File: config.mk
export PLATFORM = sky130hd
export DESIGN_NAME = dfpi_top
export DESIGN_NICKNAME = d
export VERILOG_FILES = /design/src/rtl/dfpi_pkg.sv /design/src/rtl/dfpi_top.sv
export VERILOG_INCLUDE_DIRS = /design/src /design/src/rtl
export SDC_FILE = /design/constraint.sdc
export NUM_CORES = 1
export LEC_CHECK = 0
export ABC_AREA = 1
export BUFFER_PORTS_ARGS = -buffer_cell sky130_fd_sc_hd__buf_2
export CAP_MARGIN = 20
export CORE_MARGIN = 2
export CORE_UTILIZATION = 45
export DETAILED_ROUTE_END_ITERATION = 10
export PLACE_DENSITY = 0.7
export SETUP_SLACK_MARGIN = 0.1
export SLEW_MARGIN = 40
export SYNTH_ARGS = -nofsm -noshare
export SYNTH_HDL_FRONTEND = slang
export SYNTH_SLANG_ARGS = --single-unit
File: constraint.sdc
create_clock -name pclk -period 11 [get_ports pclk]
set_clock_uncertainty 0.2 [all_clocks]
set_input_delay 1.1 -clock pclk [delete_from_list [all_inputs] [get_ports pclk]]
set_output_delay 1.1 -clock pclk [all_outputs]
set_load 0.01 [all_outputs]
File: src/rtl/dfpi_defines.svh
/*
 * Offsets, field positions, reset values and timing figures of the
 * decimating filter pin interface.
 * Assumes byte addressing on a 32-bit APB, one register per word.
 */
`ifndef DFPI_DEFINES_SVH
`define DFPI_DEFINES_SVH

// Control register indices (two select lines) and byte offsets
`define DFPI_IDX_FILTER_CTL   2'h0
`define DFPI_IDX_COEF_WORD    2'h1
`define DFPI_IDX_DECIM_STAGE  2'h2
`define DFPI_IDX_DECIM_RATE   2'h3
`define DFPI_OFF_SAMPLE_DIV   8'h10
`define DFPI_OFF_STATUS       8'h14
`define DFPI_OFF_CTL_LAST     8'h0C

// Field positions
`define DFPI_FDIS_BIT         0
`define DFPI_FBYP_BIT         1
`define DFPI_STAGE_W          3
`define DFPI_STAT_RUN_BIT     0
`define DFPI_STAT_OVR_BIT     1
`define DFPI_STAT_LVL_LSB     8

// Reset values
`define DFPI_FILTER_CTL_RST   16'h0001
`define DFPI_CTL_ZERO_RST     16'h0000
`define DFPI_PIN_RST          5'h1F

// Timing
`define DFPI_PCLK_HZ          25000000
`define DFPI_SAMPLE_MAX_HZ    33000000
`define DFPI_TAP_MAX_HZ       33000000

// Result word: position of weight 2^0 in the accumulator
`define DFPI_ACC_W            40
`define DFPI_W0_BIT           31

`endif

File: src/rtl/dfpi_pkg.sv
/*
 * Types of the decimating filter pin interface.
 * Assumes dfpi_defines.svh carries all numbers.
 */
package dfpi_pkg;

    typedef enum logic [0:0] {
        ST_IDLE = 1'b0,
        ST_RUN  = 1'b1
    } dfpi_run_t;

    // Order of the synchronised pins
    typedef enum int {
        PIN_ASTART = 0,
        PIN_SSTART = 1,
        PIN_USEL   = 2,
        PIN_LOEN   = 3,
        PIN_UOEN   = 4
    } dfpi_pin_t;

endpackage : dfpi_pkg

File: src/rtl/dfpi_top.sv
/*
 * Pin interface of a two-stage decimating filter: sample capture, control
 * registers over APB, start logic, decimation enable, result FIFO, output
 * byte selection and output enables. Holds dfpi_fifo and dfpi_top.
 * Assumes one clock pclk; the tap filter rate equals pclk and the sample
 * rate is divided from it. Pins are synchronised inside.
 */
// Contract
// - Decimator work happens only on the sample-clock enable, at most 33 MHz.
// - Tap filter rate is pclk; sample rate divided from it, synchronous.
// - Source gives 16-bit samples synchronously; captured on sample enable.
// - Write with select and strobe loads the addressed control register.
// - 24-bit result; lower 16 bits weight 2^0 or 2^-16 by bypass.
// - Upper byte weights 2^8..2^1 if select high, else 2^-16..2^-23.
// - Lower 16 bits driven while their low-active enable is low.
// - Upper 8 bits driven while their own low-active enable is low.
// - High strobe marks a fresh result on the output bus.
// - Reset stops the divider, clears decimator registers, not the FIR path; the code also resets the FIFO and the tap filter stage.
// - Reset clears bypass, stage count and rate, and sets filter disable.
// - Async start is synchronised, starts operation, makes the start pulse.
// - Start output pulse is low exactly one sample period.
// - Falling edge of the synchronous start, sampled, starts the device.
// - Decimation enable stays idle after reset until start.

`include "dfpi_defines.svh"

module dfpi_fifo #(
    parameter int W = 40,
    parameter int D = 16
) (
    // Clock and reset
    input  wire logic         pclk,
    input  wire logic         presetn,
    // Fill side
    input  wire logic         in_valid,
    output logic              in_ready,
    input  wire logic [W-1:0] in_data,
    // Drain side
    output logic              out_valid,
    input  wire logic         out_ready,
    output logic      [W-1:0] out_data,
    // Fill level
    output logic [$clog2(D):0] level
);
    localparam int AW = $clog2(D);
    if (D < 2 || (1 << AW) != D) begin : g_bad_depth
        $error("dfpi_fifo depth must be a power of two");
    end

    logic [W-1:0] mem [D];
    logic [AW:0]  wr_ptr_ff;
    logic [AW:0]  rd_ptr_ff;
    logic         push;
    logic         pop;

    assign level     = wr_ptr_ff - rd_ptr_ff;
    assign in_ready  = (level != D[AW:0] ? 1'b1 : 1'b0) && !level[AW];
    assign out_valid = (wr_ptr_ff != rd_ptr_ff);
    assign out_data  = mem[rd_ptr_ff[AW-1:0]];
    assign push      = in_valid && in_ready;
    assign pop       = out_valid && out_ready;

    // Storage is left without reset; only the pointers matter
    always_ff @(posedge pclk) begin
        if (push) begin
            mem[wr_ptr_ff[AW-1:0]] <= in_data;
        end
    end

    always_ff @(posedge pclk or negedge presetn) begin
        if (!presetn) begin
            wr_ptr_ff <= '0;
            rd_ptr_ff <= '0;
        end else begin
            if (push) begin
                wr_ptr_ff <= wr_ptr_ff + 1'b1;
            end
            if (pop) begin
                rd_ptr_ff <= rd_ptr_ff + 1'b1;
            end
        end
    end

endmodule : dfpi_fifo

module dfpi_top #(
    parameter int SAMPLE_W   = 16,
    parameter int RESULT_W   = 24,
    parameter int FIFO_DEPTH = 16,
    parameter int RATE_W     = 10
) (
    // Clock and reset
    input  wire logic                pclk,
    input  wire logic                presetn,
    // APB slave
    input  wire logic                psel,
    input  wire logic                penable,
    input  wire logic                pwrite,
    input  wire logic [7:0]          paddr,
    input  wire logic [31:0]         pwdata,
    output logic      [31:0]         prdata,
    output logic                     pready,
    output logic                     pslverr,
    // Sample source
    input  wire logic [SAMPLE_W-1:0] sample_in_bus,
    // Start pins
    input  wire logic                async_start_n,
    input  wire logic                sync_start_n,
    output logic                     start_pulse_out_n,
    // Result pins
    input  wire logic                upper_byte_select,
    input  wire logic                lower_output_enable_n,
    input  wire logic                upper_output_enable_n,
    output logic      [RESULT_W-1:0] result_out_bus,
    output logic      [RESULT_W-1:0] result_out_oe,
    output logic                     data_ready
);
    localparam int ACC_W  = `DFPI_ACC_W;
    localparam int W0     = `DFPI_W0_BIT;
    localparam int LVL_W  = $clog2(FIFO_DEPTH) + 1;
    localparam int SMP_MIN_CYC =
        (`DFPI_PCLK_HZ + `DFPI_SAMPLE_MAX_HZ - 1) / `DFPI_SAMPLE_MAX_HZ;
    localparam logic [15:0] SMP_MIN_DIV = 16'(SMP_MIN_CYC - 1);

    if (SAMPLE_W != 16 || RESULT_W != 24 || RATE_W > 16 || RATE_W < 1)
    begin : g_bad_param
        $error("dfpi_top serves 16-bit samples and 24-bit results only");
    end
    if (`DFPI_PCLK_HZ > `DFPI_TAP_MAX_HZ) begin : g_bad_clock
        $error("dfpi_top: pclk exceeds the tap filter rate limit");
    end

    // ****************************************************************
    // Pin synchronisers
    // ****************************************************************
    logic [4:0] pin_raw;
    logic [4:0] pin_meta_ff;
    logic [4:0] pin_sync_ff;
    logic [SAMPLE_W-1:0] sample_meta_ff;
    logic [SAMPLE_W-1:0] sample_sync_ff;

    assign pin_raw = {upper_output_enable_n, lower_output_enable_n,
                      upper_byte_select, sync_start_n, async_start_n};

    for (genvar i = 0; i < 5; i++) begin : g_pin_sync
        always_ff @(posedge pclk or negedge presetn) begin
            if (!presetn) begin
                pin_meta_ff[i] <= 1'b1;
                pin_sync_ff[i] <= 1'b1;
            end else begin
                pin_meta_ff[i] <= pin_raw[i];
                pin_sync_ff[i] <= pin_meta_ff[i];
            end
        end
    end

    always_ff @(posedge pclk or negedge presetn) begin
        if (!presetn) begin
            sample_meta_ff <= '0;
            sample_sync_ff <= '0;
        end else begin
            sample_meta_ff <= sample_in_bus;
            sample_sync_ff <= sample_meta_ff;
        end
    end

    // ****************************************************************
    // Control registers over APB
    // ****************************************************************
    logic [15:0] filter_ctl_ff;
    logic [15:0] coef_word_ff;
    logic [15:0] decim_stage_ff;
    logic [15:0] decim_rate_ff;
    logic [15:0] sample_div_ff;
    logic        overrun_ff;
    logic        wr_en;
    logic        rd_setup;
    logic        addr_ok;
    logic [31:0] nxt_prdata;
    logic [31:0] prdata_ff;
    logic        pslverr_ff;
    logic        overrun_set;
    logic [LVL_W-1:0] fifo_level;
    dfpi_pkg::dfpi_run_t run_ff;

    logic tap_dis;
    logic tap_byp;
    logic [`DFPI_STAGE_W-1:0] stages;
    logic [RATE_W-1:0]        rate;

    assign tap_dis = filter_ctl_ff[`DFPI_FDIS_BIT];
    assign tap_byp = filter_ctl_ff[`DFPI_FBYP_BIT];
    assign stages  = decim_stage_ff[`DFPI_STAGE_W-1:0];
    assign rate    = decim_rate_ff[RATE_W-1:0];

    assign addr_ok  = (paddr[1:0] == 2'h0) &&
                      (paddr <= `DFPI_OFF_STATUS);
    assign wr_en    = psel && penable && pwrite && addr_ok;
    assign rd_setup = psel && !penable;

    always_ff @(posedge pclk or negedge presetn) begin
        if (!presetn) begin
            filter_ctl_ff  <= `DFPI_FILTER_CTL_RST;
            coef_word_ff   <= `DFPI_CTL_ZERO_RST;
            decim_stage_ff <= `DFPI_CTL_ZERO_RST;
            decim_rate_ff  <= `DFPI_CTL_ZERO_RST;
            sample_div_ff  <= SMP_MIN_DIV;
        end else if (wr_en && paddr <= `DFPI_OFF_CTL_LAST) begin
            unique case (paddr[3:2])
                `DFPI_IDX_FILTER_CTL:  filter_ctl_ff  <= pwdata[15:0];
                `DFPI_IDX_COEF_WORD:   coef_word_ff   <= pwdata[15:0];
                `DFPI_IDX_DECIM_STAGE: decim_stage_ff <= pwdata[15:0];
                `DFPI_IDX_DECIM_RATE:  decim_rate_ff  <= pwdata[15:0];
            endcase
        end else if (wr_en && paddr == `DFPI_OFF_SAMPLE_DIV) begin
            // Floor keeps the sample rate under its limit
            sample_div_ff <= (pwdata[15:0] < SMP_MIN_DIV) ?
                             SMP_MIN_DIV : pwdata[15:0];
        end
    end

    // Overrun is sticky; a new event wins over a write-one clear
    always_ff @(posedge pclk or negedge presetn) begin
        if (!presetn) begin
            overrun_ff <= 1'b0;
        end else if (overrun_set) begin
            overrun_ff <= 1'b1;
        end else if (wr_en && paddr == `DFPI_OFF_STATUS &&
                     pwdata[`DFPI_STAT_OVR_BIT]) begin
            overrun_ff <= 1'b0;
        end
    end

    always_comb begin
        nxt_prdata = 32'h0000_0000;
        unique case (paddr)
            8'h00: nxt_prdata[15:0] = filter_ctl_ff;
            8'h04: nxt_prdata[15:0] = coef_word_ff;
            8'h08: nxt_prdata[15:0] = decim_stage_ff;
            8'h0C: nxt_prdata[15:0] = decim_rate_ff;
            `DFPI_OFF_SAMPLE_DIV: nxt_prdata[15:0] = sample_div_ff;
            `DFPI_OFF_STATUS: begin
                nxt_prdata[`DFPI_STAT_RUN_BIT] = (run_ff == dfpi_pkg::ST_RUN);
                nxt_prdata[`DFPI_STAT_OVR_BIT] = overrun_ff;
                nxt_prdata[`DFPI_STAT_LVL_LSB +: LVL_W] = fifo_level;
            end
            default: nxt_prdata = 32'h0000_0000;
        endcase
    end

    // Read data and error are prepared in the setup cycle; zero wait
    always_ff @(posedge pclk or negedge presetn) begin
        if (!presetn) begin
            prdata_ff  <= 32'h0000_0000;
            pslverr_ff <= 1'b0;
        end else if (rd_setup) begin
            prdata_ff  <= nxt_prdata;
            pslverr_ff <= !addr_ok;
        end
    end

    assign prdata  = prdata_ff;
    assign pslverr = pslverr_ff && psel && penable;
    assign pready  = 1'b1;

    // ****************************************************************
    // Sample enable divider and start logic
    // ****************************************************************
    logic [15:0] div_cnt_ff;
    logic        sample_en;
    logic        astart_q_ff;
    logic        astart_prev_ff;
    logic        sstart_q_ff;
    logic        sstart_prev_ff;
    logic        astart_fall;
    logic        sstart_fall;
    logic        start_evt;
    logic        start_out_n_ff;

    assign sample_en = (div_cnt_ff == 16'h0000);

    always_ff @(posedge pclk or negedge presetn) begin
        if (!presetn) begin
            div_cnt_ff <= 16'h0000;
        end else if (sample_en) begin
            div_cnt_ff <= sample_div_ff;
        end else begin
            div_cnt_ff <= div_cnt_ff - 16'h0001;
        end
    end

    always_ff @(posedge pclk or negedge presetn) begin
        if (!presetn) begin
            astart_q_ff    <= 1'b1;
            astart_prev_ff <= 1'b1;
            sstart_q_ff    <= 1'b1;
            sstart_prev_ff <= 1'b1;
        end else if (sample_en) begin
            astart_q_ff    <= pin_sync_ff[dfpi_pkg::PIN_ASTART];
            astart_prev_ff <= astart_q_ff;
            sstart_q_ff    <= pin_sync_ff[dfpi_pkg::PIN_SSTART];
            sstart_prev_ff <= sstart_q_ff;
        end
    end

    assign astart_fall = astart_prev_ff && !astart_q_ff;
    assign sstart_fall = sstart_prev_ff && !sstart_q_ff;
    assign start_evt   = astart_fall || sstart_fall;

    // Low for one whole sample period so partner devices see it
    always_ff @(posedge pclk or negedge presetn) begin
        if (!presetn) begin
            start_out_n_ff <= 1'b1;
        end else if (sample_en) begin
            start_out_n_ff <= !astart_fall;
        end
    end
    assign start_pulse_out_n = start_out_n_ff;

    always_ff @(posedge pclk or negedge presetn) begin
        if (!presetn) begin
            run_ff <= dfpi_pkg::ST_IDLE;
        end else begin
            unique case (run_ff)
                dfpi_pkg::ST_IDLE:
                    if (sample_en && start_evt) begin
                        run_ff <= dfpi_pkg::ST_RUN;
                    end
                dfpi_pkg::ST_RUN: run_ff <= dfpi_pkg::ST_RUN;
            endcase
        end
    end

    // ****************************************************************
    // Coarse decimator (arithmetic reduced to one integrate-and-dump)
    // ****************************************************************
    logic [SAMPLE_W-1:0] sample_cap_ff;
    logic [ACC_W-1:0]    acc_ff;
    logic [ACC_W-1:0]    acc_add;
    logic [ACC_W-1:0]    acc_sum;
    logic [RATE_W-1:0]   dec_cnt_ff;
    logic [ACC_W-1:0]    dump_data_ff;
    logic                dump_val_ff;
    logic                fifo_in_ready;
    logic                blocked;
    logic                at_rate;
    logic                dump_due;
    logic                running;

    assign running  = (run_ff == dfpi_pkg::ST_RUN);
    assign acc_add  = {{(ACC_W - W0 - 1){sample_cap_ff[SAMPLE_W-1]}},
                       sample_cap_ff, {(W0 + 1 - SAMPLE_W){1'b0}}};
    assign acc_sum  = (stages == '0) ? acc_add : acc_ff + acc_add;
    assign blocked  = dump_val_ff && !fifo_in_ready;
    assign at_rate  = (dec_cnt_ff == rate);
    assign dump_due = sample_en && running && at_rate && !blocked;
    assign overrun_set = sample_en && running && at_rate && blocked;

    always_ff @(posedge pclk or negedge presetn) begin
        if (!presetn) begin
            sample_cap_ff <= '0;
        end else if (sample_en) begin
            sample_cap_ff <= sample_sync_ff;
        end
    end

    // A full FIFO stalls the dump; samples keep integrating meanwhile
    always_ff @(posedge pclk or negedge presetn) begin
        if (!presetn) begin
            acc_ff     <= '0;
            dec_cnt_ff <= '0;
        end else if (sample_en && running) begin
            acc_ff <= dump_due ? '0 : acc_sum;
            if (dump_due) begin
                dec_cnt_ff <= '0;
            end else if (!at_rate) begin
                dec_cnt_ff <= dec_cnt_ff + 1'b1;
            end
        end
    end

    always_ff @(posedge pclk or negedge presetn) begin
        if (!presetn) begin
            dump_val_ff  <= 1'b0;
            dump_data_ff <= '0;
        end else if (dump_due) begin
            dump_val_ff  <= 1'b1;
            dump_data_ff <= acc_sum;
        end else if (fifo_in_ready) begin
            dump_val_ff  <= 1'b0;
        end
    end

    // ****************************************************************
    // Result FIFO, tap filter stage and output pins
    // ****************************************************************
    logic             fifo_out_valid;
    logic             fifo_out_ready;
    logic [ACC_W-1:0] fifo_out_data;
    logic [ACC_W-1:0] result_word_ff;
    logic             pop;
    logic             rdy_pre_ff;
    logic             data_ready_ff;
    logic [RESULT_W-1:0] nxt_out;
    logic [RESULT_W-1:0] out_bus_ff;

    dfpi_fifo #(
        .W (ACC_W),
        .D (FIFO_DEPTH)
    ) u_fifo (
        .pclk      (pclk),
        .presetn   (presetn),
        .in_valid  (dump_val_ff),
        .in_ready  (fifo_in_ready),
        .in_data   (dump_data_ff),
        .out_valid (fifo_out_valid),
        .out_ready (fifo_out_ready),
        .out_data  (fifo_out_data),
        .level     (fifo_level)
    );

    // A disabled tap filter drains nothing, so the FIFO fills
    assign fifo_out_ready = !tap_dis;
    assign pop = fifo_out_valid && fifo_out_ready;

    always_ff @(posedge pclk or negedge presetn) begin
        if (!presetn) begin
            result_word_ff <= '0;
            rdy_pre_ff     <= 1'b0;
            data_ready_ff  <= 1'b0;
        end else begin
            if (pop) begin
                result_word_ff <= fifo_out_data;
            end
            rdy_pre_ff    <= pop;
            data_ready_ff <= rdy_pre_ff;
        end
    end

    always_comb begin
        nxt_out[15:0] = tap_byp ? result_word_ff[W0-16:W0-31]
                                : result_word_ff[W0:W0-15];
        nxt_out[23:16] = pin_sync_ff[dfpi_pkg::PIN_USEL] ?
                         result_word_ff[W0+8:W0+1] :
                         result_word_ff[W0-16:W0-23];
    end

    always_ff @(posedge pclk or negedge presetn) begin
        if (!presetn) begin
            out_bus_ff <= '0;
        end else begin
            out_bus_ff <= nxt_out;
        end
    end

    assign result_out_bus = out_bus_ff;
    assign data_ready     = data_ready_ff;
    assign result_out_oe  = {{8{!pin_sync_ff[dfpi_pkg::PIN_UOEN]}},
                             {16{!pin_sync_ff[dfpi_pkg::PIN_LOEN]}}};
endmodule : dfpi_top

==> key figures <==
Synthesis
  • EDFF count, synth: 640
  • Avg Inst Size Synth: ~11 um^2
  • Synthesized area: a little over 0.04 mm^2
  • Yosys top cell by area: edfxtp_1
  • Sequential share of the synthesized area: 0.688
  • Async S/R FF share, synth: 0.350
  • Cells after Synth: between 3000 and 4000
  • Mux contribution to synthesized area: 0.00105
  • Largest family of logic cells by synthesized area: simple AND/OR/NAND/NOR gates
  • Area share of fa/ha/maj cells after synthesis: 0.0118
  • Cell variety after synth: 58
  • Top post-synthesis cells by area: edfxtp_1 (47%), dfrtp_1 (20%), nand2_1 (6.1%)
  • Synth Area in Simple Gates: 0.130
  • Main synth FF type: edfxtp_1
  • Yosys warns: 0
  • Synth Area in XOR/XNOR: 0.00649
  • Top cell type's share of synthesized area: 0.474
  • Flops & latches, synth: ~990
  • Complex-gate fraction of the synthesized area: 0.116

Hold path
  • Hold Path Class: input pin to async pin

Routing
  • Post-route ant nets: 0
  • Drt drc: 0
  • Detailed-router iteration count before antenna repair: 6
  • Via density: between 5 and 6
  • Total routed wirelength: between 100 and 150 mm
  • Initial DRC count: ~2700
  • Wire per inst: approximately 20 um
  • Detailed-route via count: about 27000

CTS
  • H-tree depth: 3
  • Cts bufs inserted: 95
  • Clock Tree Root: clkbuf_16
  • Cts repair resizes: 0
  • Later-pin clock latency in the skew report: 0.68 ns
  • Clock transition at path regs: approximately 0.06 ns
  • Clock Sinks: about 990
  • Post-CTS Setup Bufs: 0
  • Hold Buf Count CTS: 0
  • Max clock buf depth: 3
  • TritonCTS clock tree: yes

Finish
  • Fillers: roughly 7700
  • Final nets: 3776
  • Diode count: 0
  • Fraction of layout cells with a size suffix above 1: 0.105
  • Non-Filler Instances: roughly 5000
  • Post-layout util: 0.508
  • Area growth syn-to-layout: 12.3%

STA
  • Fin crit share: 0.391
  • Final Max Tran Viols: 0
  • Fmax: approximately 230 MHz
  • Endpoints failing hold: 0
  • Worst-margin pin slew: 0.836 ns
  • Slew margin rel.: 0.442
  • Endpoints failing setup: 0
  • Crit path time final: roughly 4.3 ns
  • RSZ-0062 raised after global routing: no
  • Setup TNS: 0 ns

Global route
  • Tot GR Track Use: 0.215
  • GRT overflow: 0
  • Largest net degree at the start of global routing: 115
  • Initial antenna violation count: 1
  • Vias in the first global route: between 20000 and 30000
  • First-pass GRT wire length: 154 mm

Critical path
  • CP Class: flip-flop to flip-flop
  • Worst reg2reg path depth: 12
  • Bufs and invs on worst path: 4
  • Crit path max-delay family: buffers and inverters
  • CP max stage delay: around 0.64 ns
  • Worst path cell trace: buf_6 > inv_1 > ha_1 > nand3_1 > nand2_1 > or2_1 > nand2_1 > nand2_1 > inv_1 > nand2_1 > nor2_4 > buf_4
  • Critical Path Start Type: flip-flop
  • Cell mode on critical path: nand2_1
  • Reg2Reg Launch Point: u_fifo.rd_ptr_ff[2]
  • Slowest-stage cell, CP: buf_4
  • Register-to-register setup slack: about 6.7 ns
  • Setup crit start: u_fifo.rd_ptr_ff[2]
  • Critical-path maximum fanout: 63
  • CP required: between 10 and 15 ns
  • Worst reg2reg path endpoint: u_fifo.mem[8][16]
  • Critical path capture point type: flip-flop
  • Critical Path AT: around 4.4 ns

Die
  • # rows: 110
  • Die width: slightly above 300 um
  • Top Ports: 150
  • Die Span Y: around 300 um
  • Die area: slightly above 0.09 mm^2
  • Initial Util: 0.452
  • Core box area: ~0.09 mm^2

Power
  • Pleak: approximately 0.018 uW
  • PwrDens: 233 mW/mm^2
  • Peak VDD IR: around 0.15 mV

Placed design
  • Placed Cells: approximately 4800
  • Gp weighted congestion: ~0.88
  • IO Port Bufs: about 120
  • Placed wire-length estimate: 55.2 mm

Run status
  • Run status: finished, final reports clean

Job
  • Max-cap violations: 0
cells in the final DEF, fill, tap and decap left out, types with 23 or more instances in the layout:
cell type / count
a21oi_1: 85
a31oi_1: 50
buf_2: 115
buf_4: 34
clkbuf_16: 95
dfrtp_1: 325
edfxtp_1: 640
ha_1: 35
inv_1: 194
nand2_1: 654
nand3_1: 108
nor2_1: 460
o21ai_0: 417
o21ai_1: 75
o221ai_1: 62
o22ai_1: 101
xor2_1: 23
metrics by stage:
step / cell area (um^2) / setup slack, ns / hold slack [ns] / total power [uW]
finish: 45500 / 6.70 / 0.130 / 10600
CTS: 45400 / 6.50 / 0.148 / 10600
global route: 45500 / 6.46 / 0.130 / 11100
floorplan: 40600 / 6.35 / 0.131 / 6330
detailed placement: 42100 / 6.51 / 0.135 / 7180
global placement: 42000 / 6.62 / 0.134 / 7090
worst max-delay path by stage:
stage	cells after the start	endpoint	slack, ns
after floorplan	13	u_fifo.mem[11][0]	6.35
after global placement	12	u_fifo.mem[8][28]	6.62
after detailed placement	12	u_fifo.mem[10][26]	6.51
after CTS	12	u_fifo.mem[10][21]	6.50
after global routing	12	u_fifo.mem[8][16]	6.46
final	12	u_fifo.mem[8][16]	6.70
cell families after synthesis:
family | count (synthesis)
simple gates | 1305
flops | 985
compound gates | 826
buf+inv | 434
fa+ha+maj | 37
xor+xnor | 30
mux | 4
other cells | 2
layout make-up:
cell class | count | area, um^2 | share of cell area
Clock buffer | 128 | 2650 | 0.0583
Clock inverter | 50 | 698 | 0.0154
Inverter | 207 | 792 | 0.0174
Multi-Input combinational cell | 2219 | 10900 | 0.241
Sequential cell | 985 | 27900 | 0.613
Tap cell | 1176 | 1470 | 0.0324
Timing Repair Buffer | 165 | 1050 | 0.0231
worst register-to-register path, cell delays in order (launching register included):
cell	delay [ns]
dfrtp_2	0.35
buf_6	0.51
inv_1	0.18
ha_1	0.40
nand3_1	0.10
nand2_1	0.07
or2_1	0.26
nand2_1	0.07
nand2_1	0.12
inv_1	0.17
nand2_1	0.28
nor2_4	0.60
buf_4	0.64
routing by layer:
layer	routed length, um	track usage	share of wire	vias up
li1	-	-	-	12687
met1	41900	0.291	0.42	13406
met2	47500	0.349	0.47	1077
met3	7980	0.0415	0.079	208
met4	3110	0.0761	0.031	0
met5	0	0	0	-
cell usage after synthesis, types with 3 or more instances:
| library cell | count |
|---|---|
| a21oi_1 | 85 |
| a31oi_1 | 50 |
| buf_1 | 3 |
| buf_2 | 44 |
| buf_4 | 48 |
| buf_6 | 4 |
| clkbuf_1 | 128 |
| clkinv_1 | 5 |
| dfrtp_1 | 329 |
| dfstp_2 | 16 |
| edfxtp_1 | 640 |
| ha_1 | 35 |
| inv_1 | 197 |
| inv_2 | 4 |
| nand2_1 | 656 |
| nand3_1 | 108 |
| nand3_2 | 5 |
| nand3b_1 | 7 |
| nand4_1 | 15 |
| nor2_1 | 476 |
| nor2_2 | 3 |
| nor3_1 | 10 |
| o211ai_1 | 18 |
| o21ai_0 | 417 |
| o21ai_1 | 75 |
| o221ai_1 | 62 |
| o22ai_1 | 101 |
| or2_2 | 14 |
| xnor2_1 | 7 |
| xor2_1 | 23 |
power by group:
group / total, uW / switching [uW] / internal (uW)
sequential: 4530 / 272 / 4260
combinational: 2620 / 1800 / 822
clock: 3460 / 1430 / 2040
total: 10600 / 3490 / 7120
sequential cells by signal, summed over array words and instances, names as in the netlist, 16 cells and up:
register,flops
sample_sync_ff,16
prdata,16
sample_div_ff,16
acc_ff,40
result_out_bus,24
decim_rate_ff,16
div_cnt_ff,16
sample_cap_ff,16
dump_data_ff,40
decim_stage_ff,16
coef_word_ff,16
u_fifo.mem,640
result_word_ff,40
sample_meta_ff,16
filter_ctl_ff,16
Power figures use the tool's default switching activity.
